$ cat config.mk
export PLATFORM = sky130hd
export DESIGN_NAME = cssl_top
export DESIGN_NICKNAME = d
export VERILOG_FILES = /design/src/rtl/cssl_pkg.sv /design/src/rtl/cssl_counter.sv /design/src/rtl/cssl_decode.sv /design/src/rtl/cssl_top.sv
export SDC_FILE = /design/constraint.sdc
export NUM_CORES = 1
export LEC_CHECK = 0
export BUFFER_PORTS_ARGS = -buffer_cell sky130_fd_sc_hd__buf_2
export CORE_MARGIN = 5
export CORE_UTILIZATION = 45
export DETAILED_ROUTE_END_ITERATION = 7
export PLACE_DENSITY = 0.72
export REMOVE_ABC_BUFFERS = 1
export SKIP_CTS_REPAIR_TIMING = 1
export SLEW_MARGIN = 20
export SYNTH_ARGS = -nofsm -noshare
export SYNTH_HDL_FRONTEND = slang
export SYNTH_SLANG_ARGS = --single-unit
export TNS_END_PERCENT = 20
$ cat constraint.sdc
create_clock -name CLK_I -period 2.3 [get_ports CLK_I]
set_clock_uncertainty 0.05 [all_clocks]
set_input_delay 0.345 -clock CLK_I [delete_from_list [all_inputs] [get_ports CLK_I]]
set_output_delay 0.345 -clock CLK_I [all_outputs]
set_load 0.1 [all_outputs]
$ cat src/rtl/cssl_pkg.sv
/*
  Package for the clock source and start-up select block: fuse codes,
  start-up cycle counts, reset delay counts, register map and carriers.
  Assumes a single 25 MHz system clock and an APB register bus.
*/
`default_nettype none

package cssl_pkg;

  // ----------------------------------------------------------------
  // Clock source fuse codes
  // ----------------------------------------------------------------
  localparam logic [3:0] CSSL_SRC_EXT_CLK    = 4'h0;
  localparam logic [3:0] CSSL_SRC_IRC_FIRST  = 4'h1;
  localparam logic [3:0] CSSL_SRC_IRC_LAST   = 4'h4;
  localparam logic [3:0] CSSL_SRC_ERC_FIRST  = 4'h5;
  localparam logic [3:0] CSSL_SRC_ERC_LAST   = 4'h8;
  localparam logic [3:0] CSSL_SRC_LF_XTAL    = 4'h9;
  localparam logic [3:0] CSSL_SRC_DEFAULT    = 4'h1;
  localparam logic [1:0] CSSL_SUT_DEFAULT    = 2'h2;

  // ----------------------------------------------------------------
  // Start-up counts in selected-clock cycles
  // ----------------------------------------------------------------
  localparam int unsigned CSSL_CK_6   = 6;
  localparam int unsigned CSSL_CK_18  = 18;
  localparam int unsigned CSSL_CK_1K  = 1024;
  localparam int unsigned CSSL_CK_32K = 32768;
  localparam int          CSSL_SU_W   = 16;

  // ----------------------------------------------------------------
  // Reset delays in watchdog oscillator cycles
  // ----------------------------------------------------------------
  localparam int unsigned CSSL_WDT_4K  = 4096;
  localparam int unsigned CSSL_WDT_64K = 65536;
  localparam int          CSSL_RD_W    = 17;

  // ----------------------------------------------------------------
  // Register map (byte addresses)
  // ----------------------------------------------------------------
  localparam logic [7:0] CSSL_OFS_TRIM   = 8'h00;
  localparam logic [7:0] CSSL_OFS_STATUS = 8'h04;
  localparam logic [7:0] CSSL_OFS_WAKE   = 8'h08;
  localparam int         CSSL_ST_READY   = 0;
  localparam int         CSSL_ST_FAULT   = 1;
  localparam int         CSSL_ST_SRC_LSB = 4;
  localparam int         CSSL_ST_SUT_LSB = 8;
  localparam logic [7:0] CSSL_TRIM_MAX   = 8'hff;

  // Source class carried to the rest of the chip
  typedef enum logic [2:0] {
    CSSL_CLS_EXT  = 3'b000,
    CSSL_CLS_IRC  = 3'b001,
    CSSL_CLS_ERC  = 3'b010,
    CSSL_CLS_LFX  = 3'b011,
    CSSL_CLS_NONE = 3'b100
  } cssl_class_t;

  // Decoded start-up plan
  typedef struct packed {
    cssl_class_t             cls;
    logic                    valid;
    logic [CSSL_SU_W-1:0]    ck_cycles;
    logic [CSSL_RD_W-1:0]    wdt_cycles;
  } cssl_plan_t;

endpackage : cssl_pkg

`default_nettype wire

$ cat src/rtl/cssl_counter.sv
/*
  Enabled down counter used for both start-up waits. Counts on a
  one-cycle enable pulse; reports done when the count reaches zero.
*/
`default_nettype none

module cssl_counter #(
  parameter int W = 17
) (
  // Clock and reset
  input  wire logic         clk_i,
  input  wire logic         rst_n_i,
  // Control
  input  wire logic         load_i,
  input  wire logic [W-1:0] value_i,
  input  wire logic         tick_i,
  // Status
  output logic              done_o
);

  logic [W-1:0] cnt_q;

  // Load or count down on each tick
  always_ff @(posedge clk_i or negedge rst_n_i) begin
    if (!rst_n_i) begin
      cnt_q <= '0;
    end else if (load_i) begin
      cnt_q <= value_i;
    end else if (tick_i && cnt_q != '0) begin
      cnt_q <= cnt_q - W'(1);
    end
  end

  assign done_o = (cnt_q == '0) && !load_i;

endmodule : cssl_counter

`default_nettype wire

$ cat src/rtl/cssl_decode.sv
/*
  Fuse decoder: turns the clock source and start-up time fuse fields
  into a start-up plan. Assumes fuses are static while in use.
*/
`default_nettype none

module cssl_decode
  import cssl_pkg::*;
(
  // Fuse fields
  input  wire logic [3:0] src_i,
  input  wire logic [1:0] sut_i,
  // Decoded plan
  output cssl_plan_t      plan_o
);

  // ----------------------------------------------------------------
  // Decode
  // ----------------------------------------------------------------
  // Reset delay picked by start-up code for 6/18 CK sources
  function automatic logic [CSSL_RD_W-1:0] rd3(input logic [1:0] s);
    logic [CSSL_RD_W-1:0] r;
    r = '0;
    if (s == 2'h1) begin
      r = CSSL_RD_W'(CSSL_WDT_4K);
    end else if (s == 2'h2) begin
      r = CSSL_RD_W'(CSSL_WDT_64K);
    end
    return r;
  endfunction : rd3

  // Table lookup per source class
  always_comb begin
    plan_o            = '0;
    plan_o.cls        = CSSL_CLS_NONE;
    if (src_i == CSSL_SRC_LF_XTAL) begin
      plan_o.cls        = CSSL_CLS_LFX;
      plan_o.valid      = (sut_i != 2'h3);
      plan_o.ck_cycles  = CSSL_SU_W'((sut_i == 2'h2) ? CSSL_CK_32K : CSSL_CK_1K);
      plan_o.wdt_cycles = (sut_i == 2'h0) ? CSSL_RD_W'(CSSL_WDT_4K)
                                          : CSSL_RD_W'(CSSL_WDT_64K);
    end else if (src_i >= CSSL_SRC_ERC_FIRST && src_i <= CSSL_SRC_ERC_LAST) begin
      plan_o.cls        = CSSL_CLS_ERC;
      plan_o.valid      = 1'b1;
      if (sut_i == 2'h3) begin
        plan_o.ck_cycles  = CSSL_SU_W'(CSSL_CK_6);
        plan_o.wdt_cycles = CSSL_RD_W'(CSSL_WDT_4K);
      end else begin
        plan_o.ck_cycles  = CSSL_SU_W'(CSSL_CK_18);
        plan_o.wdt_cycles = rd3(sut_i);
      end
    end else if (src_i >= CSSL_SRC_IRC_FIRST && src_i <= CSSL_SRC_IRC_LAST) begin
      plan_o.cls        = CSSL_CLS_IRC;
      plan_o.valid      = (sut_i != 2'h3);
      plan_o.ck_cycles  = CSSL_SU_W'(CSSL_CK_6);
      plan_o.wdt_cycles = rd3(sut_i);
    end else if (src_i == CSSL_SRC_EXT_CLK) begin
      plan_o.cls        = CSSL_CLS_EXT;
      plan_o.valid      = (sut_i != 2'h3);
      plan_o.ck_cycles  = CSSL_SU_W'(CSSL_CK_6);
      plan_o.wdt_cycles = rd3(sut_i);
    end
  end

endmodule : cssl_decode

`default_nettype wire

$ cat src/rtl/cssl_top.sv
/*
  Clock source and start-up select: decodes the clock fuses, times
  reset delay on the watchdog oscillator tick and start-up on the
  selected source tick, gates the processor clock enable, and holds
  the oscillator trim register on APB.
  Assumes oscillator edges arrive as one-cycle enable pulses already
  synchronous to CLK_I, and fuse inputs are static.
*/
`default_nettype none

module cssl_top
  import cssl_pkg::*;
(
  // Clock and reset
  input  wire logic        CLK_I,
  input  wire logic        RESETN_I,
  // Fuses and factory calibration
  input  wire logic [3:0]  CLOCK_SOURCE_FUSES_I,
  input  wire logic [1:0]  STARTUP_TIME_FUSES_I,
  input  wire logic [7:0]  CALIBRATION_BYTE_I,
  // Oscillator tick pulses
  input  wire logic        WDT_OSC_TICK_I,
  input  wire logic        LFX_TICK_I,
  input  wire logic        ERC_TICK_I,
  input  wire logic        IRC_TICK_I,
  input  wire logic        EXT_CLK_TICK_I,
  // Sleep controller
  input  wire logic        WAKE_I,
  input  wire logic        SLEEP_I,
  // APB slave
  input  wire logic        PSEL_I,
  input  wire logic        PENABLE_I,
  input  wire logic        PWRITE_I,
  input  wire logic [7:0]  PADDR_I,
  input  wire logic [31:0] PWDATA_I,
  output logic [31:0]      PRDATA_O,
  output logic             PREADY_O,
  output logic             PSLVERR_O,
  // Clock outputs
  output logic             CPU_CLK_EN_O,
  output logic             NVM_TICK_O,
  output logic             WDT_TICK_O,
  output logic [2:0]       SOURCE_CLASS_O,
  output logic [7:0]       OSCILLATOR_TRIM_O
);

  // ----------------------------------------------------------------
  // Reset release
  // ----------------------------------------------------------------
  logic       rst_s1_q;
  logic       rst_n;

  // Two-stage release of the asynchronous reset
  // Assertion stays asynchronous so the sequencer drops out at once;
  // release is synchronous so no flop sees it inside its setup window
  always_ff @(posedge CLK_I or negedge RESETN_I) begin
    if (!RESETN_I) begin
      rst_s1_q <= 1'b0;
      rst_n    <= 1'b0;
    end else begin
      rst_s1_q <= 1'b1;
      rst_n    <= rst_s1_q;
    end
  end

  // ----------------------------------------------------------------
  // Fuse decode
  // ----------------------------------------------------------------
  cssl_plan_t plan;

  // Purely combinational decoder; its plan is as static as the fuses
  cssl_decode u_decode (
    .src_i  (CLOCK_SOURCE_FUSES_I),
    .sut_i  (STARTUP_TIME_FUSES_I),
    .plan_o (plan)
  );

  // Tick of the selected source
  // Unused and reserved source codes give no tick at all
  logic src_tick;
  always_comb begin
    case (plan.cls)
      CSSL_CLS_LFX: src_tick = LFX_TICK_I;
      CSSL_CLS_ERC: src_tick = ERC_TICK_I;
      CSSL_CLS_IRC: src_tick = IRC_TICK_I;
      CSSL_CLS_EXT: src_tick = EXT_CLK_TICK_I;
      default:      src_tick = 1'b0;
    endcase
  end

  // ----------------------------------------------------------------
  // Start-up sequencer
  // ----------------------------------------------------------------
  // RESET: first edge after release, fuse setting checked
  // RDLY:  reset delay counted on the watchdog oscillator
  // SU:    start-up wait counted on the selected source
  // RUN:   processor clock enable follows the source ticks
  // SLEEP: power-down or power-save, no enable until a wake
  // FAULT: reserved fuse setting, held until the next reset
  typedef enum logic [2:0] {
    ST_RESET = 3'b000,
    ST_RDLY  = 3'b001,
    ST_SU    = 3'b010,
    ST_RUN   = 3'b011,
    ST_SLEEP = 3'b100,
    ST_FAULT = 3'b101
  } cssl_state_t;

  cssl_state_t state_q;
  cssl_state_t state_d;
  logic        rd_load;
  logic        su_load;
  logic        rd_done;
  logic        su_done;
  logic        wake_pend_q;

  // Reset delay on watchdog ticks
  // A zero load is done at once, so codes without delay skip this wait
  cssl_counter #(.W(CSSL_RD_W)) u_rdly (
    .clk_i   (CLK_I),
    .rst_n_i (rst_n),
    .load_i  (rd_load),
    .value_i (plan.wdt_cycles),
    .tick_i  (WDT_OSC_TICK_I),
    .done_o  (rd_done)
  );

  // Start-up wait on selected-source ticks
  cssl_counter #(.W(CSSL_SU_W)) u_su (
    .clk_i   (CLK_I),
    .rst_n_i (rst_n),
    .load_i  (su_load),
    .value_i (plan.ck_cycles),
    .tick_i  (src_tick),
    .done_o  (su_done)
  );

  // Next state and counter loads
  // Fuses are static, so the plan is read straight from the decoder
  always_comb begin
    state_d = state_q;
    rd_load = 1'b0;
    su_load = 1'b0;
    case (state_q)
      ST_RESET: begin
        if (!plan.valid) begin
          state_d = ST_FAULT;
        end else begin
          rd_load = 1'b1;
          state_d = ST_RDLY;
        end
      end
      ST_RDLY: begin
        if (rd_done) begin
          su_load = 1'b1;
          state_d = ST_SU;
        end
      end
      ST_SU: begin
        if (su_done) begin
          state_d = ST_RUN;
        end
      end
      ST_RUN: begin
        if (SLEEP_I) begin
          state_d = ST_SLEEP;
        end
      end
      ST_SLEEP: begin
        if (WAKE_I || wake_pend_q) begin
          su_load = 1'b1;
          state_d = ST_SU;
        end
      end
      ST_FAULT: state_d = ST_FAULT;
      default:  state_d = ST_RESET;
    endcase
  end

  // State register
  always_ff @(posedge CLK_I or negedge rst_n) begin
    if (!rst_n) begin
      state_q <= ST_RESET;
    end else begin
      state_q <= state_d;
    end
  end

  // Wake request caught while entering sleep is kept
  // Without it a wake in the same cycle as the sleep request is lost
  always_ff @(posedge CLK_I or negedge rst_n) begin
    if (!rst_n) begin
      wake_pend_q <= 1'b0;
    end else if (state_q == ST_SLEEP) begin
      wake_pend_q <= 1'b0;
    end else if (state_q == ST_RUN && SLEEP_I && WAKE_I) begin
      wake_pend_q <= 1'b1;
    end
  end

  // Processor clock enable only after both waits
  // Registered, so each enable trails its source tick by one cycle
  always_ff @(posedge CLK_I or negedge rst_n) begin
    if (!rst_n) begin
      CPU_CLK_EN_O <= 1'b0;
    end else begin
      CPU_CLK_EN_O <= (state_d == ST_RUN) && src_tick;
    end
  end

  // Nonvolatile timing from the internal oscillator; watchdog tick from the watchdog oscillator
  // Both copies are one cycle late, like the other registered outputs
  always_ff @(posedge CLK_I or negedge rst_n) begin
    if (!rst_n) begin
      NVM_TICK_O <= 1'b0;
      WDT_TICK_O <= 1'b0;
    end else begin
      NVM_TICK_O <= IRC_TICK_I;
      WDT_TICK_O <= WDT_OSC_TICK_I;
    end
  end

  assign SOURCE_CLASS_O = plan.cls;

  // ----------------------------------------------------------------
  // Oscillator trim register and APB
  // ----------------------------------------------------------------
  logic [7:0]  trim_q;
  logic        load_cal_q;
  logic        wr_en;
  logic        rd_en;
  logic        addr_ok;
  logic [31:0] rdata_d;

  // Map: trim at 0x00, status at 0x04, sequencer state at 0x08;
  // no wait states, so every access ends at its first access edge
  assign addr_ok = (PADDR_I == CSSL_OFS_TRIM) || (PADDR_I == CSSL_OFS_STATUS)
                   || (PADDR_I == CSSL_OFS_WAKE);
  assign wr_en   = PSEL_I && PENABLE_I && PWRITE_I;
  assign rd_en   = PSEL_I && PENABLE_I && !PWRITE_I;

  // Calibration loaded on the first edge after every reset
  // A bus write in that same cycle loses to the calibration load
  always_ff @(posedge CLK_I or negedge rst_n) begin
    if (!rst_n) begin
      load_cal_q <= 1'b1;
      trim_q     <= 8'h00;
    end else if (load_cal_q) begin
      load_cal_q <= 1'b0;
      trim_q     <= CALIBRATION_BYTE_I;
    end else if (wr_en && PADDR_I == CSSL_OFS_TRIM) begin
      trim_q     <= PWDATA_I[7:0];
    end
  end

  // Trim drives the internal RC code directly; higher is faster
  assign OSCILLATOR_TRIM_O = trim_q;

  // Read mux
  // Upper trim bits and unmapped addresses read back as zero
  always_comb begin
    rdata_d = 32'h0000_0000;
    case (PADDR_I)
      CSSL_OFS_TRIM: rdata_d[7:0] = trim_q;
      CSSL_OFS_STATUS: begin
        rdata_d[CSSL_ST_READY]                 = (state_q == ST_RUN);
        rdata_d[CSSL_ST_FAULT]                 = (state_q == ST_FAULT);
        rdata_d[CSSL_ST_SRC_LSB +: 4]          = CLOCK_SOURCE_FUSES_I;
        rdata_d[CSSL_ST_SUT_LSB +: 2]          = STARTUP_TIME_FUSES_I;
      end
      CSSL_OFS_WAKE: rdata_d[2:0] = state_q;
      default: rdata_d = 32'h0000_0000;
    endcase
  end

  // Registered read data, taken in setup phase
  // Holds steady through the access phase for the master to take
  always_ff @(posedge CLK_I or negedge rst_n) begin
    if (!rst_n) begin
      PRDATA_O <= 32'h0000_0000;
    end else if (PSEL_I && !PENABLE_I && !PWRITE_I) begin
      PRDATA_O <= rdata_d;
    end
  end

  // Always ready; error only in the access phase, off the map
  assign PREADY_O  = 1'b1;
  assign PSLVERR_O = (rd_en || wr_en) && !addr_ok;

endmodule : cssl_top

`default_nettype wire
* Yosys cells after proc, flatten, opt, wreduce, memory -nomap -nowiden
Cells that the tools add are included.
W data, S select, Z words.
** Storage, ports and cells
- Bits in registers :: 61
- Bits of input ports :: 66
- Output and inout bits :: 48
- Word-level logic and storage cells :: 106
** Cells by class
- Add/sub/neg operators :: 2
- Magnitude comparators :: 4
- Equal/unequal tests :: 16
- Multiplexer cells :: 34
- Reductions and logical operators :: 38
** Operators with widths (count)
- $mux W37 :: 4
- $mux W17 :: 5
- $mux W16 :: 3
- $mux W22 :: 1
- $pmux W3 S6 :: 1
- $logic_not A17 Y1 :: 1
- $reduce_bool A17 Y1 :: 1
- $sub A17 B1 Y17 const B :: 1
- $logic_and A1 B1 Y1 :: 16
- $logic_not A16 Y1 :: 1
- $mux W8 :: 2
- $reduce_bool A16 Y1 :: 1
- $sub A16 B1 Y16 const B :: 1
- $eq A3 B2 Y1 const B :: 5
- $mux W3 :: 5
- $eq A8 B3 Y1 const B :: 1
- $eq A8 B4 Y1 const B :: 1
- $logic_not A8 Y1 :: 1
- $pmux W4 S2 :: 1
- $reduce_bool A2 Y1 :: 4
- $mux W1 :: 7
- $eq A3 B1 Y1 const B :: 2
- $eq A3 B3 Y1 const B :: 2
- $logic_not A3 Y1 :: 2
- 16 further kinds :: 25

* Logic depth before layout (Yosys ltp)
Gate-level depths: netlist of the first run.
- Depth in word-level cells :: 19
- Gate-level depth with buffers :: 8
- Gate-level depth less buffers :: 7

* Cells and area by module
Synthesis of the first run repeated with hierarchy kept, for this count alone.
** Unflattened totals
- Cells, all modules :: 468
- Area, all modules :: 4219.0 um^2
** By module, submodules not included
- cssl_top :: times used 1, cells an instance 159, area an instance 1577.8 um^2, seq. area each 701.9 um^2
- cssl_counter (u_su) :: times used 1, cells an instance 129, area an instance 1109.8 um^2, seq. area each 400.4 um^2
- cssl_counter (u_rdly) :: times used 1, cells an instance 115, area an instance 1092.3 um^2, seq. area each 425.4 um^2
- cssl_decode :: times used 1, cells an instance 65, area an instance 439.2 um^2, seq. area each 0.0 um^2

* Least setup slack after synthesis of the first run
OpenSTA, ideal clock, no wires.
- Kind :: input port to output port
- Start point :: in CLOCK_SOURCE_FUSES_I[2]
- End point :: out SOURCE_CLASS_O[1]
- Data arrival time :: 2221 ps
- Data required time :: 1905 ps
- Setup slack :: -316 ps
- Cell stages on the path :: 3
- Buffers on the path :: 1
- Path through :: clkbuf_1 -> o21ai_0 -> o22ai_1
** On the way
- Word-level cells in the longest chain between the ends :: 5
- Elaborated cells between the ends (all ways) :: 10
- Those cells by class :: order compare: 4; eq/ne: 1; mux: 3; reduce/logical: 2
** RTL lines
- start: declaration :: RTL line cssl_top.sv:18 : input wire logic [3:0] CLOCK_SOURCE_FUSES_I,
- $ge A4 B1 Y1 or $le A4 B3 Y1 (tied branches) :: RTL line cssl_decode.sv:52 : end else if (src_i >= CSSL_SRC_IRC_FIRST && src_i <= CSSL_SRC_IRC_LAST) begin
- $logic_and A1 B1 Y1 :: RTL line cssl_decode.sv:52
- $mux W37 :: RTL line cssl_decode.sv:52
- $mux W37 :: RTL line cssl_decode.sv:42 : end else if (src_i >= CSSL_SRC_ERC_FIRST && src_i <= CSSL_SRC_ERC_LAST) begin
- $mux W37 * :: RTL line cssl_decode.sv:36 : if (src_i == CSSL_SRC_LF_XTAL) begin
- end: declaration :: RTL line cssl_top.sv:43 : output logic [2:0] SOURCE_CLASS_O,
Mark *: on every way between the ends. The rest lies on a longest branch, timed or not.

* Worst setup path in the final report of the first run
- Start point :: reg u_su.cnt_q[0]
- End point :: reg u_su.cnt_q[8]
** On the way
- Word-level cells in the longest chain between the ends :: 3
- Elaborated cells between the ends (all ways) :: 6
- Those cells by class :: add/sub: 1; mux: 2; reduce/logical: 3
** RTL lines
- start: declaration :: RTL line cssl_counter.sv:21 : logic [W-1:0] cnt_q;
- start signal: assignment :: RTL line cssl_counter.sv:28 : cnt_q <= value_i;
- start signal: assignment :: RTL line cssl_counter.sv:30 : cnt_q <= cnt_q - W'(1);
- $sub A16 B1 Y16 or $reduce_bool A16 Y1 (tied branches) :: RTL line cssl_counter.sv:30, cssl_counter.sv:29
- $mux W16 or $logic_and A1 B1 Y1 (tied branches) :: RTL line cssl_counter.sv:29 : end else if (tick_i && cnt_q != '0) begin
- $mux W16 or $reduce_bool A2 Y1 (tied branches)
Several ways; a longest one is shown, not always the timed one. The select of a mux whose other input is x is not followed.
A chain may end at the register's enable or synchronous reset.

==> metrics.csv, run 1 <==
stage,metric,value,unit
timing,fmax,0.437,GHz
global_routing,antenna_found_initial,0,
cts,insertion_delay,0.34,ns
cells_and_area,final_cell_mix,"buf_2 (66), dfrtp_1 (59), buf_4 (44), nor2_1 (37), nand2_1 (33)",
placement,dp_hpwl,6360,µm
cells_and_area,final_cell_area,4540,µm²
routing,routed_via_density,5.45,
power,vdd_drop_max,0.466,mV
worst_setup_path,critPathArrivalTime,2.48,ns
worst_setup_path,rrSetupSlack,0.01,ns
cells_and_area,mostFrequentLayoutCell,buf_2,
worst_setup_path,critPathRequiredTime,2.49,ns
flow_run,max_cap_viol_count,0,
worst_setup_path,rr_worst_depth,7,
power,power,4.90,mW
floorplan,ios,114,
global_routing,grt-ovfl-total,0,
worst_setup_path,path_class,reg -> reg,
placement,place_congestion,0.858,
logic_synthesis,synth-seq-cells,61,
worst_setup_path,crit_path_start_kind,register,
timing,tightest_slew,0.815,ns
logic_synthesis,synth_fa_ha_area_share,1.03,%
logic_synthesis,synth_ff_type,dfrtp_1,
routing,drtAntennaViolNets,0,
logic_synthesis,synth-edff-count,0,
logic_synthesis,postSynthAreaPerCell,9.09,µm²
timing,rsz0062_at_grt,yes,
cells_and_area,syn2layout_area_growth,24.9,%
logic_synthesis,syn_inst,400,
cts,cts_buffers,9,
routing,drt_iter0_markers,150,
floorplan,dieArea,9980,µm²
logic_synthesis,ys_warn_count,0,
floorplan,std_cell_rows,32,
routing,wirelength,8370,µm
timing,finalCritPeriodShare,99.5,%
timing,slew_violations,0,
worst_setup_path,cp_max_fo,5,
global_routing,grt_max_degree,33,
cells_and_area,num-fill-cells,687,
logic_synthesis,synth-simple-area-share,25.9,%
cts,cts.root.buffer_cell,clkbuf_8,
placement,placed_area,4300,µm²
worst_setup_path,endpoint_kind,register,
min_path,min_path_type,in -> reg,
timing,finalHoldViolCount,0,
logic_synthesis,synth_top_family_by_area,simple AND/OR/NAND/NOR gates,
cts,cts_buffer_depth,2,
logic_synthesis,synth-compound-area-share,14.5,%
floorplan,initial_core_util,46.6,%
placement,io_buffers,66,
power,power.density,1080,nW/µm²
cts,cts_max_level,3,
routing,wl_per_cell,13.7,µm
global_routing,first_global_vias,3275,
routing,route.detailed.drc,0,
timing,fin_crit,2.29,ns
timing,slew_headroom,45.3,%
cts,cts_tree,yes,
cells_and_area,drive_above_1_share,29.0,%
worst_setup_path,cp-startpoint,u_su.cnt_q[0],
run_status,outcome,completed,
worst_setup_path,r2r_end,u_su.cnt_q[8],
power,p_leak,2.14,nW
routing,first_pass_iters,5,
logic_synthesis,syn_area,3640,µm²
floorplan,fp.dieW,99.9,µm
routing,vias,3319,
logic_synthesis,async_flop_share,100,%
logic_synthesis,yosysUniqueCellTypes,65,
cts,cts_sinks,61,
global_routing,grtUsageTotal,17.6,%
global_routing,grt_pass1_wl,14300,µm
floorplan,die_h,99.9,µm
floorplan,core,7810,µm²
logic_synthesis,synth_xor_area_share,3.37,%
logic_synthesis,muxShareOfSynthArea,4.68,%
worst_setup_path,crit_end,u_su.cnt_q[8],
cells_and_area,num_antenna_cells,0,
cts,path_clk_slew,0.08,ns
worst_setup_path,r2r-start,u_su.cnt_q[0],
timing,setup_viol,0,
logic_synthesis,yosysSeqAreaShare,42.0,%
cells_and_area,fin_nets,571,
## synth_stat cells, drive strengths merged, types with 3 or more instances
cell / n / area, µm²
a21oi: 19 / 95.1
a221oi: 5 / 43.8
buf: 28 / 203
clkbuf: 18 / 67.6
dfrtp: 60 / 1500
ha: 3 / 37.5
inv: 8 / 30.0
mux2i: 17 / 170
nand2: 33 / 124
nand2b: 8 / 50.1
nand3: 19 / 95.1
nand3b: 3 / 22.5
nand4: 5 / 31.3
nand4b: 4 / 35.0
nor2: 37 / 139
nor2b: 9 / 56.3
nor3: 7 / 46.3
nor3b: 5 / 42.5
nor4: 10 / 68.8
o21ai: 20 / 100
o31a: 4 / 35.0
o31ai: 8 / 65.1
or3: 3 / 18.8
or4: 13 / 101
xor2: 13 / 114
## how the worst min path moves through the flow
| stage | start | end | slack (ns) | depth (start not counted) |
|---|---|---|---|---|
| finish | WDT_OSC_TICK_I | WDT_TICK_O | 0.08 | 1 |
| global route | WDT_OSC_TICK_I | WDT_TICK_O | 0.06 | 1 |
| CTS | RESETN_I | rst_n | -0.30 | 1 |
| detailed placement | RESETN_I | rst_s1_q | 0.08 | 1 |
| global placement | RESETN_I | rst_s1_q | 0.08 | 1 |
| floorplan | RESETN_I | rst_n | -0.0006 | 0 |
## worst max-delay path: stages (launching register included)
cell and delay [ns]:
dfrtp_1 0.38, inv_1 0.09, ha_1 0.17, or4b_4 0.47, buf_4 0.18, or4_4 0.42, o31a_1 0.25, o21a_1 0.18
## metal layers
metal | wire [µm] | vias to the layer above | GRT usage [%]
li1 | - | 1605 | -
met1 | 3680 | 1576 | 21.8
met2 | 3890 | 126 | 29.1
met3 | 667 | 12 | 5.21
met4 | 140 | 0 | 6.51
met5 | 0 | - | 0
## where the power goes
part,internal [mW],switching [mW],leakage [nW],total (mW)
logic,0.931,1.30,1.27,2.23
clock network,0.503,0.465,0.0960,0.969
registers,1.38,0.320,0.774,1.70
total,2.81,2.09,2.14,4.90
## registers in the layout, summed over array words and instances, names as in the netlist, 3 cells and up
register,flops
OSCILLATOR_TRIM_O,8
PRDATA_O,10
state_q,3
u_rdly.cnt_q,17
u_su.cnt_q,16
## through the flow
stage | worst slack (ns) | setup TNS [ns] | instances | utilization (%) | hold WS, ns
finish | 0.0105 | 0 | 609 | 58.2 | 0.0762
global route | -0.0714 | -0.232 | 609 | 58.2 | 0.0577
CTS | -0.0548 | -0.172 | 608 | 57.6 | -0.303
detailed placement | -0.0270 | -0.0607 | 592 | 55.1 | 0.0849
global placement | -0.0671 | -0.424 | 592 | 55.0 | 0.0826
floorplan | -0.361 | -4.57 | 377 | - | -0.000591
## final cells by class
class                   count  area, µm²  area share (%)
repair buffers            114        722            15.9
well taps                 102        128            2.81
multi-input cells         308       1940            42.6
clock buffers               9        124            2.73
flip-flops and latches     61       1530            33.7
inverters                   8       30.0           0.661
clock inverters             7       72.6            1.60
## cell families (layout without fill, tap and decap cells)
logic type      after synthesis  count (layout)
flops                        61              61
other cells                   2              25
compound gates               79              79
simple gates                170             170
xor+xnor                     14              14
fa+ha+maj                     3               3
mux                          17              17
buf+inv                      54             138
Power figures use the tool's default switching activity.
==> run 2, diff against run 1 <==
- CTS_BUF_LIST: not set -> sky130_fd_sc_hd__clkbuf_2
==> metrics.csv, run 2 (synthesis results as in run 1) <==
stage,metric,value,unit,change
timing,slew_headroom,46.7,%,+1.4 points
power,power.density,1040,nW/µm²,-3.8%
power,p_leak,2.12,nW,-0.65%
cts,cts_buffers,9,,unchanged
floorplan,die_h,99.9,µm,unchanged
cts,insertion_delay,0.50,ns,+0.16 ns
power,seqPwrFrac,36.3,%,+1.7 points
floorplan,dieArea,9980,µm²,unchanged
global_routing,antenna_found_initial,0,,unchanged
timing,slew_violations,0,,unchanged
cts,cts_tree,yes,,
worst_setup_path,r2r-start,u_su.cnt_q[0],,
power,comb_power_share,48.8,%,+3.2 points
cells_and_area,num_antenna_cells,0,,unchanged
cts,cts.root.buffer_cell,clkbuf_2,,
cells_and_area,top_regs,"u_rdly.cnt_q (17), u_su.cnt_q (16), PRDATA_O (10)",,
power,switching_power,2.10,mW,+0.62%
routing,route.detailed.drc,0,,unchanged
global_routing,met1_usage,21.8,%,+0.044 points
flow_run,max_cap_viol_count,0,,unchanged
min_path,min_path_type,in -> reg,,
worst_setup_path,slowest_stage,or4b_4,,
cts,cts_sinks,61,,unchanged
cells_and_area,syn2layout_area_growth,24.5,%,
power,power,4.70,mW,-4.1%
global_routing,gr-usage-met3,4.38,%,-0.83 points
global_routing,grt-ovfl-total,0,,unchanged
power,pwr-share-clk,14.9,%,-4.9 points
cells_and_area,fin_nets,574,,+0.53%
routing,wirelength,8500,µm,+1.6%
timing,tightest_slew,0.794,ns,-0.0211 ns
cts,cts_max_level,3,,unchanged
timing,setup_viol,0,,unchanged
cells_and_area,drive_above_1_share,30.2,%,+1.2 points
worst_setup_path,crit_end,u_su.cnt_q[8],,
timing,rsz0062_at_grt,yes,,
worst_setup_path,path_class,reg -> reg,,
worst_setup_path,path_buf_inv,2,,unchanged
placement,dp_hpwl,6360,µm,unchanged
cells_and_area,final_core_util,58.0,%,-0.21 points
worst_setup_path,slowest_delay,0.48,ns,about the same
power,vdd_drop_max,0.429,mV,-7.9%
global_routing,grt_max_degree,33,,unchanged
timing,fin_crit,2.26,ns,-0.0292 ns
routing,first_pass_iters,4,,-1
global_routing,grtUsageTotal,17.5,%,-0.15 points
worst_setup_path,critPathArrivalTime,2.63,ns,+0.15 ns
global_routing,grt_pass1_wl,14300,µm,-0.34%
floorplan,core,7810,µm²,unchanged
worst_setup_path,endpoint_kind,register,,
cells_and_area,mostFrequentLayoutCell,buf_2,,
worst_setup_path,r2r_end,u_su.cnt_q[8],,
routing,routed_via_density,5.41,,-0.70%
worst_setup_path,worstPathCellList,inv_2 -> ha_4 -> or4b_4 -> buf_6 -> or4_4 -> o31a_1 -> o21a_1,,
routing,wl_per_cell,13.9,µm,+1.1%
floorplan,fp.dieW,99.9,µm,unchanged
worst_setup_path,critPathRequiredTime,2.67,ns,+0.18 ns
power,switching_share,44.7,%,+2.1 points
routing,drtAntennaViolNets,0,,unchanged
cells_and_area,num-fill-cells,698,,+1.6%
worst_setup_path,crit_path_start_kind,register,,
worst_setup_path,crit_family,simple AND/OR/NAND/NOR gates,,
power,p_int,2.60,mW,-7.6%
floorplan,initial_core_util,46.6,%,unchanged
global_routing,grt_use_met2,29.0,%,-0.051 points
cells_and_area,largest_register_ff_count,17,,unchanged
worst_setup_path,rr_worst_depth,7,,unchanged
routing,vias,3312,,-0.21%
placement,io_buffers,66,,unchanged
cells_and_area,regMostFlops,u_rdly.cnt_q,,
timing,finalCritPeriodShare,98.3,%,-1.3 points
worst_setup_path,rrSetupSlack,0.04,ns,+0.03 ns
floorplan,std_cell_rows,32,,unchanged
run_status,outcome,completed,,
worst_setup_path,worstSetupPathDepth,7,,unchanged
global_routing,first_global_vias,3288,,+0.40%
cells_and_area,final_cell_mix,"buf_2 (66), dfrtp_1 (58), buf_4 (44), nor2_1 (37), nand2_1 (33)",,
routing,drt_iter0_markers,143,,-4.7%
worst_setup_path,cp_max_fo,5,,unchanged
global_routing,top_usage_layer,met2,,
cts,path_clk_slew,0.20,ns,+0.12 ns
cts,cts_buffer_depth,2,,unchanged
floorplan,ios,114,,unchanged
timing,fmax,0.442,GHz,+1.3%
worst_setup_path,cp-startpoint,u_su.cnt_q[0],,
placement,place_congestion,0.858,,unchanged
timing,finalHoldViolCount,0,,unchanged
==> run 2: metrics by stage <==
stage | instances | area [µm²] | setup WS, ns | hold slack [ns] | TNS (ns)
finish | 612 | 4530 | 0.0397 | 0.0493 | 0
CTS | 608 | 4420 | -0.0807 | -0.510 | -0.362
detailed placement | 592 | 4300 | -0.0270 | 0.0849 | -0.0607
global placement | 592 | 4300 | -0.0671 | 0.0826 | -0.424
global route | 612 | 4530 | -0.0898 | 0.0225 | -0.197
floorplan | 377 | 3450 | -0.361 | -0.000591 | -4.57
==> run 2: final cells by class <==
cell class	count	area, µm²	share of cell area [%]
multi-input cells	308	1970	43.5
clock buffers	9	45.0	0.995
clock inverters	7	72.6	1.60
repair buffers	117	753	16.6
well taps	102	128	2.82
flip-flops and latches	61	1530	33.8
inverters	8	30.0	0.664
==> run 2: power by group through the flow <==
stage / Combinational [mW] / Sequential [mW] / Clock, mW
2_1_floorplan: 1.23 / 1.89 / 0
3_3_place_gp: 2.10 / 1.68 / 0
3_5_place_dp: 2.16 / 1.70 / 0
4_1_cts: 2.17 / 1.68 / 0.714
5_1_grt: 2.50 / 1.76 / 0.764
6_report: 2.29 / 1.70 / 0.700
==> run 2: worst min-delay path by stage <==
| stage | end | cells after the start | from | slack, ns |
|---|---|---|---|---|
| 2_1_floorplan | rst_n | 0 | RESETN_I | -0.0006 |
| 3_3_place_gp | rst_s1_q | 1 | RESETN_I | 0.08 |
| 3_5_place_dp | rst_s1_q | 1 | RESETN_I | 0.08 |
| 4_1_cts | rst_n | 1 | RESETN_I | -0.51 |
| 5_1_grt | OSCILLATOR_TRIM_O[2] | 3 | PWDATA_I[2] | 0.02 |
| 6_report | PRDATA_O[2] | 2 | PADDR_I[2] | 0.05 |
==> run 2: per-layer routing <==
metal,vias up,wire length (µm)
met5,-,0
met3,14,613
met1,1573,3760
li1,1612,-
met4,0,146
met2,113,3990
